===== src/logic/sss_regs.svh =====
// constants for the scan start sequencer
`ifndef SSS_REGS_SVH
`define SSS_REGS_SVH
// axi4-lite byte offsets
`define SSS_OFF_LAUNCH 12'h000
`define SSS_OFF_CFG0 12'h004
`define SSS_OFF_CFG1 12'h008
`define SSS_OFF_STATUS 12'h00c
`define SSS_OFF_SERIAL 12'h010
`define SSS_OFF_TIME 12'h014
`define SSS_OFF_DELAY 12'h018
// launch register fields
`define SSS_LAUNCH_SYNC_BIT 0
// cfg0 fields: state_len [15:0], integ_len [23:16], switch select [26:24]
`define SSS_CFG0_STATE_LSB 0
`define SSS_CFG0_INTEG_LSB 16
`define SSS_CFG0_NSEL_LSB 24
// cfg1 fields: phase sequence byte [7:0], diode byte [15:8]
`define SSS_CFG1_SEQ_LSB 0
`define SSS_CFG1_DIODE_LSB 8
// delay register fields: hold-off [7:0], round trip [23:8]
`define SSS_DELAY_HOLD_LSB 0
`define SSS_DELAY_RT_LSB 8
// reset values
`define SSS_CFG0_RESET 32'h01020004
`define SSS_CFG1_RESET 32'h00000000
`define SSS_DELAY_RESET 32'h00001004
// status bits
`define SSS_ST_RUN_RX 0
`define SSS_ST_RUN_ACQ 1
`define SSS_ST_SYNC_SEEN 2
`define SSS_ST_IDLE 3
`define SSS_ST_STABLE 4
`endif


===== src/logic/sss_pkg.sv =====
// types for the scan start sequencer
`default_nettype none
package sss_pkg;
   typedef enum logic [1:0] {
      SSS_OKAY = 2'b00,
      SSS_SLVERR = 2'b10
   } sss_resp_e;
   typedef struct packed {
      logic aw_got;
      logic [11:0] aw_addr;
      logic w_got;
      logic [31:0] w_data;
      logic [3:0] w_strb;
      logic bvalid;
      logic [1:0] bresp;
      logic rvalid;
      logic [31:0] rdata;
      logic [1:0] rresp;
      logic start;
      logic sync_req;
      logic [31:0] cfg0;
      logic [31:0] cfg1;
      logic [31:0] dly;
      logic [31:0] snap0;
      logic [31:0] snap1;
      logic [31:0] snap_dly;
      logic [15:0] serial;
      logic [7:0] hold_cnt;
      logic [15:0] rt_cnt;
      logic sync_armed;
      logic sync_seen;
      logic run_rx;
      logic run_acq;
      logic [1:0] pps_sync;
      logic pps_last;
      logic [1:0] idle_sync;
      logic [15:0] m1_cnt;
      logic [7:0] m2_cnt;
      logic [7:0] m3_cnt;
      logic t1;
      logic t2;
      logic t3;
      logic t1_d1;
      logic t1_d2;
      logic t2_d1;
      logic load_d;
      logic sb1;
      logic start_tick;
      logic [31:0] elapsed;
      logic [7:0] phase;
      logic [2:0] phase_idx;
      logic [1:0] diode;
      logic [5:0] diode_left;
      logic stable;
   } sss_state_s;
endpackage : sss_pkg
`default_nettype wire


===== src/logic/sss_top.sv =====
// scan start sequencer with axi4-lite registers and tick sequencer
//
// Chosen here: the register offsets and the AXI4-Lite register port.
`timescale 1ns/100ps
`default_nettype none
`include "sss_regs.svh"
////////////////////////////////////////////////////////////////////////////////
// Behaviour
// (RULE1) gateway pulses start one cycle per launch register write
// (RULE2) first edge after start increments the scan serial number
// (RULE3) same edge snapshots all configuration bytes for other modules
// (RULE4) start loads hold-off and round-trip counters, arms sync latch if asked
// (RULE5) nonzero hold-off load drops both run enables next edge
// (RULE6) hold-off counts down each cycle; enables stay low until zero
// (RULE7) receiver run rises when idle and sync satisfied after hold-off
// (RULE8) receiver run stays high until the next start pulse
// (RULE9) round-trip countdown after receiver run; at zero raise acquisition run
// (RULE10) inverted receiver run holds sequencers; all proceed together after
// (RULE11) sequencer emits state, cycle, integration, scan-begin ticks and time
// (RULE12) stage one ticks every state period cycles
// (RULE13) stage two ticks every state period times active switch count
// (RULE14) stage three ticks every state period times count times multiple
// (RULE15) delay registers keep cascaded tick outputs aligned
// (RULE16) metronomes reload while load high, count after it falls
// (RULE17) first counter decrements on first edge after load falls
// (RULE18) scan-begin pulse one cycle, second edge after load seen low
// (RULE19) parent holds load high from start, releases when receiver run rises
// (RULE20) elapsed counter cleared on scan-begin edge, zero during pulse
// (RULE21) phase outputs step through configured sequence on cycle ticks
// (RULE22) diode outputs sequence on integration ticks with a stability flag
// (RULE23) hold-off lasts a few cycles before idle is checked
// (RULE24) hold-off, round trip and widths are configurable
module sss_top #(
   parameter int HOLD_MIN = 4
) (
   input wire logic aclk,
   input wire logic aresetn,
   input wire logic [11:0] s_axi_awaddr,
   input wire logic s_axi_awvalid,
   output logic s_axi_awready,
   input wire logic [31:0] s_axi_wdata,
   input wire logic [3:0] s_axi_wstrb,
   input wire logic s_axi_wvalid,
   output logic s_axi_wready,
   output logic [1:0] s_axi_bresp,
   output logic s_axi_bvalid,
   input wire logic s_axi_bready,
   input wire logic [11:0] s_axi_araddr,
   input wire logic s_axi_arvalid,
   output logic s_axi_arready,
   output logic [31:0] s_axi_rdata,
   output logic [1:0] s_axi_rresp,
   output logic s_axi_rvalid,
   input wire logic s_axi_rready,
   input wire logic pps_tick,
   input wire logic dispatch_idle,
   output logic run_rx,
   output logic run_acq,
   output logic [15:0] scan_serial_number,
   output logic [31:0] scan_cfg0,
   output logic [31:0] scan_cfg1,
   output logic state_tick,
   output logic cycle_tick,
   output logic integ_tick,
   output logic start_tick,
   output logic [31:0] elapsed_time,
   output logic [7:0] phase_ctrl,
   output logic [1:0] diode_ctrl,
   output logic diode_stable
);
   import sss_pkg::*;

   // hold-off counter is eight bits wide, so the floor must fit it
   if (HOLD_MIN < 1 || HOLD_MIN > 255)
   begin : g_bad_hold_min
      $error("HOLD_MIN out of range");
   end

   sss_state_s r;
   sss_state_s next_r;
   logic wr_fire;
   logic rd_fire;
   logic [11:0] raddr;
   logic [31:0] wmask;
   logic [31:0] wval;
   logic load;
   logic [2:0] nsel;
   logic [15:0] state_len;
   logic [7:0] nactive;
   logic [7:0] integ_len;
   logic [7:0] hold_val;
   logic m2_step;
   logic m3_step;

   assign s_axi_awready = !r.aw_got && !r.bvalid;
   assign s_axi_wready = !r.w_got && !r.bvalid;
   assign s_axi_arready = !r.rvalid;
   assign s_axi_bvalid = r.bvalid;
   assign s_axi_bresp = r.bresp;
   assign s_axi_rvalid = r.rvalid;
   assign s_axi_rdata = r.rdata;
   assign s_axi_rresp = r.rresp;
   assign run_rx = r.run_rx;
   assign run_acq = r.run_acq;
   assign scan_serial_number = r.serial;
   assign scan_cfg0 = r.snap0;
   assign scan_cfg1 = r.snap1;
   assign state_tick = r.t1_d2;
   assign cycle_tick = r.t2_d1;
   assign integ_tick = r.t3;
   assign start_tick = r.start_tick;
   assign elapsed_time = r.elapsed;
   assign phase_ctrl = r.phase;
   assign diode_ctrl = r.diode;
   assign diode_stable = r.stable;

   // (RULE10) sequencers are held while receiver run is low
   assign load = !r.run_rx;
   assign state_len = r.snap0[`SSS_CFG0_STATE_LSB +: 16];
   assign integ_len = r.snap0[`SSS_CFG0_INTEG_LSB +: 8];
   assign nsel = r.snap0[`SSS_CFG0_NSEL_LSB +: 3];
   // (RULE13) active switch count chosen by a mux on the select field
   assign nactive = (nsel == 3'h0) ? 8'h01 : {5'h00, nsel};
   // (RULE24) hold-off never below the minimum so idle has time to drop
   assign hold_val = (r.dly[`SSS_DELAY_HOLD_LSB +: 8] < 8'(HOLD_MIN)) ? 8'(HOLD_MIN)
      : r.dly[`SSS_DELAY_HOLD_LSB +: 8];
   assign m2_step = r.t1;
   assign m3_step = r.t2;

   always_comb
   begin
      next_r = r;
      wr_fire = (r.aw_got || s_axi_awvalid) && (r.w_got || s_axi_wvalid) && !r.bvalid;
      rd_fire = s_axi_arvalid && !r.rvalid;
      raddr = s_axi_araddr;
      wmask = {{8{next_r.w_strb[3]}}, {8{next_r.w_strb[2]}},
         {8{next_r.w_strb[1]}}, {8{next_r.w_strb[0]}}};
      wval = 32'h00000000;
      next_r.start = 1'b0;
      ////////////////////////////////////////////////////////////////////////
      // axi4-lite slave: address and data taken in either order
      if (s_axi_awvalid && s_axi_awready)
      begin
         next_r.aw_got = 1'b1;
         next_r.aw_addr = s_axi_awaddr;
      end
      if (s_axi_wvalid && s_axi_wready)
      begin
         next_r.w_got = 1'b1;
         next_r.w_data = s_axi_wdata;
         next_r.w_strb = s_axi_wstrb;
      end
      wmask = {{8{next_r.w_strb[3]}}, {8{next_r.w_strb[2]}},
         {8{next_r.w_strb[1]}}, {8{next_r.w_strb[0]}}};
      if (next_r.aw_got && next_r.w_got && wr_fire)
      begin
         next_r.aw_got = 1'b0;
         next_r.w_got = 1'b0;
         next_r.bvalid = 1'b1;
         next_r.bresp = SSS_OKAY;
         case (next_r.aw_addr)
            `SSS_OFF_LAUNCH:
            begin
               // (RULE1) one-cycle start pulse per launch write
               next_r.start = 1'b1;
               next_r.sync_req = next_r.w_data[`SSS_LAUNCH_SYNC_BIT];
            end
            `SSS_OFF_CFG0:
            begin
               next_r.cfg0 = (r.cfg0 & ~wmask) | (next_r.w_data & wmask);
            end
            `SSS_OFF_CFG1:
            begin
               next_r.cfg1 = (r.cfg1 & ~wmask) | (next_r.w_data & wmask);
            end
            `SSS_OFF_DELAY:
            begin
               next_r.dly = (r.dly & ~wmask) | (next_r.w_data & wmask);
            end
            `SSS_OFF_STATUS, `SSS_OFF_SERIAL, `SSS_OFF_TIME:
            begin
               next_r.bresp = SSS_OKAY;
            end
            default:
            begin
               next_r.bresp = SSS_SLVERR;
            end
         endcase
      end
      if (r.bvalid && s_axi_bready)
      begin
         next_r.bvalid = 1'b0;
      end
      if (rd_fire)
      begin
         next_r.rvalid = 1'b1;
         next_r.rresp = SSS_OKAY;
         case (raddr)
            `SSS_OFF_LAUNCH: wval = {31'h00000000, r.sync_req};
            `SSS_OFF_CFG0: wval = r.cfg0;
            `SSS_OFF_CFG1: wval = r.cfg1;
            `SSS_OFF_STATUS: wval = {27'h0000000, r.stable, r.idle_sync[1],
               r.sync_seen, r.run_acq, r.run_rx};
            `SSS_OFF_SERIAL: wval = {16'h0000, r.serial};
            `SSS_OFF_TIME: wval = r.elapsed;
            `SSS_OFF_DELAY: wval = r.dly;
            default:
            begin
               wval = 32'h00000000;
               next_r.rresp = SSS_SLVERR;
            end
         endcase
         next_r.rdata = wval;
      end
      else if (r.rvalid && s_axi_rready)
      begin
         next_r.rvalid = 1'b0;
      end
      ////////////////////////////////////////////////////////////////////////
      // pin synchronisers; only the second stage is read
      next_r.pps_sync = {r.pps_sync[0], pps_tick};
      next_r.pps_last = r.pps_sync[1];
      next_r.idle_sync = {r.idle_sync[0], dispatch_idle};
      ////////////////////////////////////////////////////////////////////////
      // scan initiator
      if (r.hold_cnt != 8'h00)
      begin
         // (RULE6) hold-off decrements every cycle
         next_r.hold_cnt = r.hold_cnt - 8'h01;
      end
      // sync latch: a tick on the same edge as arming is ignored, it is stale
      if (r.sync_armed && r.pps_sync[1] && !r.pps_last)
      begin
         next_r.sync_seen = 1'b1;
      end
      // (RULE7) (RULE23) idle and sync only checked once hold-off is over
      if (r.hold_cnt == 8'h00 && !r.run_rx && r.idle_sync[1] && r.sync_seen)
      begin
         next_r.run_rx = 1'b1;
         next_r.rt_cnt = r.snap_dly[`SSS_DELAY_RT_LSB +: 16];
      end
      // (RULE9) round trip counted only after receiver run rises
      if (r.run_rx && !r.run_acq)
      begin
         if (r.rt_cnt == 16'h0000)
         begin
            next_r.run_acq = 1'b1;
         end
         else
         begin
            next_r.rt_cnt = r.rt_cnt - 16'h0001;
         end
      end
      // start wins over everything above
      if (r.start)
      begin
         // (RULE2) new identifier per request
         next_r.serial = r.serial + 16'h0001;
         // (RULE3) configuration frozen until the next start
         next_r.snap0 = r.cfg0;
         next_r.snap1 = r.cfg1;
         next_r.snap_dly = r.dly;
         // (RULE4) load both countdowns and arm sync
         next_r.hold_cnt = hold_val;
         next_r.rt_cnt = r.dly[`SSS_DELAY_RT_LSB +: 16];
         next_r.sync_armed = r.sync_req;
         next_r.sync_seen = !r.sync_req;
         // (RULE5) (RULE8) both enables dropped until the new scan starts
         next_r.run_rx = 1'b0;
         next_r.run_acq = 1'b0;
      end
      ////////////////////////////////////////////////////////////////////////
      // tick sequencer: three cascaded metronomes
      next_r.t1 = 1'b0;
      next_r.t2 = 1'b0;
      next_r.t3 = 1'b0;
      if (load)
      begin
         // (RULE16) reload intervals on each edge while held
         next_r.m1_cnt = state_len;
         next_r.m2_cnt = nactive;
         next_r.m3_cnt = integ_len;
      end
      else
      begin
         // (RULE12) (RULE17) stage one counts every clock once released
         if (r.m1_cnt <= 16'h0001)
         begin
            next_r.m1_cnt = state_len;
            next_r.t1 = 1'b1;
         end
         else
         begin
            next_r.m1_cnt = r.m1_cnt - 16'h0001;
         end
         // (RULE13) stage two steps on stage one ticks
         if (m2_step)
         begin
            if (r.m2_cnt <= 8'h01)
            begin
               next_r.m2_cnt = nactive;
               next_r.t2 = 1'b1;
            end
            else
            begin
               next_r.m2_cnt = r.m2_cnt - 8'h01;
            end
         end
         // (RULE14) stage three steps on stage two ticks
         if (m3_step)
         begin
            if (r.m3_cnt <= 8'h01)
            begin
               next_r.m3_cnt = integ_len;
               next_r.t3 = 1'b1;
            end
            else
            begin
               next_r.m3_cnt = r.m3_cnt - 8'h01;
            end
         end
      end
      // (RULE15) equalise pipeline delays so the three ticks line up
      next_r.t1_d1 = r.t1;
      next_r.t1_d2 = r.t1_d1;
      next_r.t2_d1 = r.t2;
      // (RULE18) scan-begin two edges after load first seen low
      next_r.load_d = load;
      next_r.sb1 = r.load_d && !load;
      next_r.start_tick = r.sb1;
      // (RULE20) elapsed time cleared with the scan-begin pulse
      if (r.sb1)
      begin
         next_r.elapsed = 32'h00000000;
      end
      else
      begin
         next_r.elapsed = r.elapsed + 32'h00000001;
      end
      ////////////////////////////////////////////////////////////////////////
      // (RULE11) (RULE21) phase outputs walk the sequence byte on cycle ticks
      if (load)
      begin
         next_r.phase_idx = 3'h0;
      end
      else if (r.t2_d1)
      begin
         next_r.phase_idx = r.phase_idx + 3'h1;
         next_r.phase = {7'h00, r.snap1[`SSS_CFG1_SEQ_LSB + r.phase_idx]};
      end
      // (RULE22) diodes follow the diode byte; stable once a period held
      if (load)
      begin
         next_r.diode_left = 6'h00;
      end
      else if (r.t3)
      begin
         if (r.diode_left <= 6'h01)
         begin
            next_r.stable = (r.diode == r.snap1[`SSS_CFG1_DIODE_LSB +: 2]);
            next_r.diode = r.snap1[`SSS_CFG1_DIODE_LSB +: 2];
            next_r.diode_left = r.snap1[`SSS_CFG1_DIODE_LSB + 2 +: 6];
         end
         else
         begin
            next_r.stable = 1'b1;
            next_r.diode_left = r.diode_left - 6'h01;
         end
      end
   end

   always_ff @(posedge aclk)
   begin
      if (!aresetn)
      begin
         r <= '0;
         r.cfg0 <= `SSS_CFG0_RESET;
         r.cfg1 <= `SSS_CFG1_RESET;
         r.dly <= `SSS_DELAY_RESET;
         r.snap0 <= `SSS_CFG0_RESET;
         r.snap1 <= `SSS_CFG1_RESET;
         r.snap_dly <= `SSS_DELAY_RESET;
         r.load_d <= 1'b1;
      end
      else
      begin
         r <= next_r;
      end
   end
endmodule : sss_top
`default_nettype wire


===== config.mk =====
export PLATFORM = sky130hd
export DESIGN_NAME = sss_top
export DESIGN_NICKNAME = d
export VERILOG_FILES = /design/src/logic/sss_pkg.sv /design/src/logic/sss_top.sv
export VERILOG_INCLUDE_DIRS = /design/src /design/src/logic
export SDC_FILE = /design/constraint.sdc
export NUM_CORES = 1
export LEC_CHECK = 0
export BUFFER_PORTS_ARGS = -buffer_cell sky130_fd_sc_hd__clkbuf_2
export CAP_MARGIN = 20
export CORE_MARGIN = 3
export CORE_UTILIZATION = 60
export DETAILED_ROUTE_END_ITERATION = 12
export PLACE_DENSITY = 0.81
export SKIP_LAST_GASP = 1
export SYNTH_ARGS = -nofsm -noshare
export SYNTH_HDL_FRONTEND = slang
export SYNTH_SLANG_ARGS = --single-unit
export TNS_END_PERCENT = 5

===== constraint.sdc =====
create_clock -name aclk -period 7.3 [get_ports aclk]
set_clock_uncertainty 0.2 [all_clocks]
set_input_delay 2.19 -clock aclk [delete_from_list [all_inputs] [get_ports aclk]]
set_output_delay 2.19 -clock aclk [all_outputs]
set_load 0.01 [all_outputs]

# After elaboration in Yosys (flattened, before gate mapping)
# Cells that the tools add are included.
[totals] ramBits=0 mem_bits_ro=0 elab_cells=171 inputBits=69 regBits=409 mem_count=0 latch_bits=0 output_inout_bits=170
[classes] mul=0 n_addsub=9 muxes=31 eq_ne=15 order_cmp=6 n_shift=0 n_bitwise=9 n_reduce_logical=55 div_mod_pow=0
[op_table] op="one-hot mux 32 bit (7 select lines)" n=1
[op_table] op="AND 32 bit" n=4
[op_table] op="OR 32 bit" n=3
[op_table] op="equality test 12 x 5 -> 1 bit (second input constant)" n=6
[op_table] op="2-to-1 mux 16 bit" n=4
[op_table] op="equality test 12 x 4 -> 1 bit (second input constant)" n=4
[op_table] op="2-to-1 mux 8 bit" n=6
[op_table] op="2-to-1 mux 37 bit" n=1
[op_table] op="adder 32 x 1 -> 32 bit (second input constant)" n=1
[op_table] op="2-to-1 mux 32 bit" n=1
[op_table] op="inverter 32 bit" n=1
[op_table] op="subtractor 16 x 1 -> 16 bit (second input constant)" n=2
[op_table] op="2-to-1 mux 28 bit" n=1
[op_table] op="equality test 12 x 3 -> 1 bit (second input constant)" n=2
[op_table] op="logical NOT 12 bit" n=2
[op_table] op="subtractor 8 x 1 -> 8 bit (second input constant)" n=3
[op_table] op="logical AND 1 bit" n=18
[op_table] op="AND reduction 2 bit" n=9
[op_table] op="adder 16 x 1 -> 16 bit (second input constant)" n=1
[op_table] op="less-or-equal comparator 16 x 1 -> 1 bit (second input constant)" n=1
[op_table] op="less-or-equal comparator 8 x 1 -> 1 bit (second input constant)" n=2
[op_table] op="logical NOT 16 bit" n=1
[op_table] op="OR reduction 7 bit" n=2
[op_table] op="2-to-1 mux 13 bit" n=1
[op_table] op="21 further kinds" n=48

# Depth between registers and ports, before layout
# Gate-level depths: netlist (run 1).
[depth] ltp_word=8 ltp_mapped=8 ltp_nobuf=7

# Worst setup path before layout (run 1)
# OpenSTA, ideal clock, no wires.
[synth_path] kind="input -> register" start="input s_axi_awaddr[9]" end="register with a tool-made name" arrival_ns=3.775 setup_slack_ns=3.204 required_ns=6.979 n_path_buf=0 setup_ns=0.121 path_stages=5 path_cell_list="nor4_1 > nand3_1 > nor4_4 > o21ai_4 > mux2_4"
[synth_lines] element="from (decl)" line_no="sss_top.sv:38" text="input wire logic [11:0] s_axi_awaddr,"

# Worst setup path after layout (run 1)
[layout_path] start="input s_axi_araddr[9]" end="register r (netlist bit s_axi_rdata[22])"
[layout_via] elab_chain_cells=2
[layout_rtl] element="from (decl)" line_no="sss_top.sv:48" text="input wire logic [11:0] s_axi_araddr,"
[layout_rtl] element="equality test 12 x 5 -> 1 bit (tied with other cells)" line_no="sss_top.sv:198" text="case (raddr)"
[layout_rtl] element="one-hot mux 32 bit (7 select lines) *" line_no="sss_top.sv:198"
[layout_rtl] element="to (signal assigned)" line_no="sss_top.sv:387" text="r <= next_r;"
[layout_rtl] element="to (decl)" line_no="sss_top.sv:79" text="sss_state_s r;"
# Mark *: on every way between the ends. The rest lies on a longest branch, timed or not.
# A chain may end at the register's enable or synchronous reset.

==> metrics.txt, run 1 <==
max-slew violation count 0; initial core utilization 0.619; Yosys top cell area share 0.428; total CTS buffers 42; number of cells after detailed placement 2,457; Critical Path End Type register; Slew @ Worst Pin 1.15 ns; Post-synth ARST share 0; relative slew slack 0.230; Max-Cap Viols 0; antenna viol nets, final 0; Yosys reg bits 399; fraction of layout cells with a size suffix above 1 0.185; DR DRC count 0; routed wire length 54.8 mm; root buffer cell clkbuf_16; Power Total 4.93 mW; P_leak 8.63 nW; post-synthesis mux area share 0.129; critical path arrival 5.06 ns; CTS resizes 0; CTS tree built; Post-synth EDFFs 0; most common flop cell mapped by yosys dfxtp_1; Rows 63; Die ar. 33,200 sq um; clock latency on the worst-skew pair 0.55 ns; RSZ-0062 raised after global routing false; hold bufs inserted after CTS 0; power per cell area 242 nW/um^2; CTS sink cnt 399; ANT cells 0; drt pass-1 iters 6; compound-gate portion of the synthesized area 0.124; Area Overhead vs Synth 9.18%; PortBufs 229; critical setup path kind input port to register; maximum clock rate 208 MHz; CP Max Fanout 19; Yosys cell types 75; largest net degree at the start of global routing 81; simple-gate share of the synthesized area 0.181; CORE AREA 30,100 sq um; H-tree depth 2; DRT iter0 DRCs 1,702; Hold Crit Class register to register; RD Place Congestion 0.935; outcome completed; largest family of logic cells by synthesized area simple AND/OR/NAND/NOR gates; Die Height 182 microns; register area share after synthesis 0.428; Tot GR Track Use 0.316; xor/xnor cell area share of the yosys netlist 0.0287; critical path launch point type input port; post-layout instance count excluding filler cells 2,534; area leader, netlist dfxtp_1; fin crit period 4.81 ns; vias in the first global route 14,600; cell area after layout 20,400 sq um; final worst-path cycle share 0.659; routed len/inst 21.6 microns; Final Hold Viols 0; top post-synthesis cells by area dfxtp_1 (43%), mux2i_1 (10%), buf_4 (6.5%); DP Area 18,900 sq um; Ports 239; Final Net Count 2,198; Syn Area/Cell 8.98 sq um; total number of yosys warnings 0; DR vias/cell 6.18; Setup Buffers After CTS 0; Peak VDD IR 0.171 mV; total vias in the final route 15,700; clock tree buffer depth 3; Setup violations, final 0; Post-Synth Adder-Cell Area 0.0101; grt total ovfl 0; clock-pin slew on the worst setup and hold paths 0.06 ns; initial antenna violation count 0; Die W 182 microns; Detailed Place HPWL 38.7 mm; Mapped Cells 2,076; setup TNS 0 ns; mapped cell area 18,600 sq um; first-pass GRT wire length 83.9 mm; Critical Path RT 7.54 ns
==> metrics by stage <==
| stage | setup slack (ns) | util | hold WS [ns] |
|---|---|---|---|
| after floorplan | 3.20 | - | 0.212 |
| after global routing | 2.26 | 0.676 | 0.267 |
| after detailed placement | 2.04 | 0.626 | 0.236 |
| after CTS | 2.60 | 0.675 | 0.247 |
| final | 2.49 | 0.676 | 0.244 |
| after global placement | 2.10 | 0.626 | 0.224 |
==> Yosys cell counts (20+ instances only) <==
cell / count
nor4_1: 27
dfxtp_1: 399
inv_1: 60
xnor2_1: 30
buf_4: 161
nand2b_1: 21
nor3_1: 38
and2_1: 21
a22o_1: 40
mux2i_1: 187
a211oi_1: 20
a21oi_1: 82
nand3_1: 44
o21ai_0: 52
mux2_2: 40
clkbuf_1: 69
nor2_1: 206
nand2_1: 245
xor2_1: 31
a22oi_1: 20
==> routing by layer <==
metal  wire length [microns]  GRT usage  up-vias  share of wire
met1                   22700      0.434     7530           0.42
met3                    4840     0.0536      144          0.088
met5                       0          0        -              0
met4                    2290      0.130        0          0.042
li1                        -          -     7192              -
met2                   24900      0.495      799           0.45
==> cell usage in the layout, fill, tap and decap left out, drive strengths merged, types with 15 or more instances in the layout <==
master and instances:
a211oi 20, xnor2 30, mux2 42, inv 62, nor4 33, a22o 40, dfxtp 399, nand4 18
buf 21, xor2 31, and2 22, or3 19, nand3 44, ha 15, clkbuf 288, mux2i 187
nand2 245, and3 17, a21oi 82, nor2 206, nor3 41, a22oi 20, nand2b 21, o21ai 67
==> cell type report <==
cell class | count | area [sq um]
clock inverters | 15 | 234
clock buffers | 59 | 1220
flip-flops and latches | 399 | 7990
fillers | 2330 | 9760
multi-input cells | 1360 | 8870
inverters | 61 | 231
well taps | 390 | 488
repair buffers | 250 | 1320
==> worst paths after layout <==
path,start,to,slack (ns),cells after the start
min reg2reg,next_r[97],next_r[95],0.24,1
max reg2reg,r[104],r[108],3.98,5
min,next_r[97],next_r[95],0.24,1
max,s_axi_araddr[9],s_axi_rdata[22],2.49,6
==> kinds of logic after synthesis <==
group | count (synthesis)
adders and majority gates | 15
other | 1
AOI/OAI and AO/OA | 331
DFF | 399
buffers and inverters | 325
muxes | 231
xor gates and xnor gates | 61
and+or+nand+nor | 713
==> power breakdown <==
part | switching (mW) | internal (mW)
Combinational | 0.258 | 0.162
Sequential | 0.0441 | 2.23
Clock | 0.895 | 1.35
Total | 1.20 | 3.73
==> critical path: stages <==
cell and delay (ns):
clkbuf_2 0.09, nor4_1 0.38, nand3_1 0.41, nor2_1 0.83, nand2_1 0.73, o31ai_1 0.41
No activity file was read; power rests on OpenSTA's default activity.
==> run 2, diff against run 1 <==
--- a/config.mk
+++ b/config.mk
@@ -9,9 +9,9 @@
 export BUFFER_PORTS_ARGS = -buffer_cell sky130_fd_sc_hd__clkbuf_2
 export CAP_MARGIN = 20
 export CORE_MARGIN = 3
-export CORE_UTILIZATION = 60
+export CORE_UTILIZATION = 58
 export DETAILED_ROUTE_END_ITERATION = 12
-export PLACE_DENSITY = 0.81
+export PLACE_DENSITY = 0.79
 export SKIP_LAST_GASP = 1
 export SYNTH_ARGS = -nofsm -noshare
 export SYNTH_HDL_FRONTEND = slang
==> constraint.sdc (replaced) <==
create_clock -name aclk -period 4.7 [get_ports aclk]
set_clock_uncertainty 0.2 [all_clocks]
set_input_delay 1.41 -clock aclk [delete_from_list [all_inputs] [get_ports aclk]]
set_output_delay 1.41 -clock aclk [all_outputs]
set_load 0.01 [all_outputs]
==> metrics.txt, run 2 (synthesized netlist as in run 1, its figures left out) <==
Hold Path Cell Cnt 1 (unchanged); total vias in the final route 15,700 (+0.070%); Detailed Place HPWL 38.5 mm (-0.65%); setup TNS 0 ns (unchanged); P_leak 8.67 nW (+0.55%); critical path arrival 3.54 ns (-1.52 ns); total CTS buffers 43 (+2.4%); Critical Path RT 4.95 ns (-2.59 ns); Die W 185 microns (+1.7%); CTS tree built; power per cell area 370 nW/um^2 (+53%); Setup violations, final 0 (unchanged); Final Hold Viols 0 (unchanged); CTS sink cnt 399 (unchanged); commonest cells after routing, fill and taps aside dfxtp_1 (398), nand2_1 (245), clkbuf_2 (228), nor2_1 (206), mux2i_1 (187); FF-to-FF path depth 5 (unchanged); RD Place Congestion 0.933 (-0.15%); clock-pin slew on the worst setup and hold paths 0.06 ns (about the same); vias in the first global route 14,600 (-0.20%); initial core utilization 0.589 (-0.0298); Critical Path End Type register; CP bufs+invs 2 (+1); Rows 65 (+3.2%); critical path launch point type input port; Slew @ Worst Pin 1.32 ns (+0.170 ns); PnR worst setup slack 1.41 ns (-1.08 ns); clock tree buffer depth 3 (unchanged); Worst path depth 7 (+1); CP max stage cell nand2_1; CP Max Fanout 19 (unchanged); critical setup path kind input port to register; antenna viol nets, final 0 (unchanged); Area Overhead vs Synth 9.66%; commonest non-fill, non-tap cell in the layout dfxtp_1; Final Net Count 2,212 (+0.64%); Ports 239 (unchanged); largest net degree at the start of global routing 117 (+44%); hold bufs inserted after CTS 0 (unchanged); CTS resizes 0 (unchanged); H-tree depth 2 (unchanged); final worst-path cycle share 0.701; CP delay by family, top simple AND/OR/NAND/NOR gates; initial antenna violation count 1 (+1); outcome completed; RSZ-0062 raised after global routing false; CORE AREA 31,600 sq um (+5.1%); relative slew slack 0.114 (-0.115); fin crit period 3.29 ns; Die ar. 34,300 sq um (+3.3%); Max-Cap Viols 0 (unchanged); crit-path cells clkbuf_2 > nor4_1 > nand3_1 > nor2_1 > buf_4 > nand2_1 > o31ai_1; DR vias/cell 6.12 (-1.1%); Hold Crit Class register to register; cell area after layout 20,400 sq um (+0.44%); DR DRC count 0 (unchanged); routed wire length 53.7 mm (-1.9%); clock latency on the worst-skew pair 0.56 ns (about the same); maximum clock rate 304 MHz; Peak VDD IR 0.267 mV (+56%); max-slew violation count 0 (unchanged); Filler Cell Count 2,552 (+9.5%); DP Area 19,000 sq um (+0.68%); PortBufs 229 (unchanged); first-pass GRT wire length 82.5 mm (-1.7%); drt pass-1 iters 6 (unchanged); root buffer cell clkbuf_16; Tot GR Track Use 0.304 (-0.0118); Die Height 185 microns (+1.7%); routed len/inst 21.0 microns (-3.0%); Setup Buffers After CTS 0 (unchanged); grt total ovfl 0 (unchanged); Largest stage delay, worst path 0.48 ns (-0.35 ns); fraction of layout cells with a size suffix above 1 0.192 (+0.00650); DRT iter0 DRCs 1,613 (-5.2%); dpl ws 0.888 ns (-1.15 ns)
-- run 2: changes by cell type in the layout (fill, tap and decap cells not counted), moves of 2 or more --
cell	change
clkbuf_1	-2
buf_4	+14
clkbuf_8	+4
bufinv_16	-3
clkinvlp_4	+3
-- run 2: cell type report --
class	instances	area, sq um	area share
Clock buffer	60	1240	0.0607
Antenna cell	1	2.50	0.000122
Timing Repair Buffer	263	1420	0.0697
Clock inverter	17	185	0.00906
Inverter	61	231	0.0113
Tap cell	402	503	0.0246
Sequential cell	399	7990	0.391
Multi-Input combinational cell	1360	8860	0.434
-- run 2: metal layers --
layer | share of wire | GRT usage | vias to the layer above
li1 | - | - | 7227
met1 | 0.42 | 0.418 | 7570
met2 | 0.46 | 0.485 | 759
met3 | 0.089 | 0.0513 | 120
met4 | 0.035 | 0.107 | 0
met5 | 0 | 0 | -
-- run 2: through the flow --
step	instances	util	power, mW	hold WS, ns
after global placement	2483	0.600	4.21	0.224
after CTS	2560	0.645	7.57	0.246
after floorplan	2084	-	4.06	0.212
after global routing	2563	0.646	7.81	0.257
after detailed placement	2483	0.600	4.24	0.224
final	2563	0.646	7.56	0.240
-- run 2: final timing paths --
path                   startpoint               to  slack [ns]
setup / recovery  s_axi_araddr[9]  s_axi_rdata[21]        1.41
hold / removal         next_r[94]            r[94]        0.24
setup reg to reg           r[104]           r[108]        1.63
hold reg to reg        next_r[94]            r[94]        0.24
-- run 2: report_power, final --
group,internal (mW),total [mW],switching (mW)
Clock,1.97,3.38,1.41
Sequential,3.46,3.53,0.0703
Combinational,0.258,0.654,0.396
Total,5.68,7.56,1.88
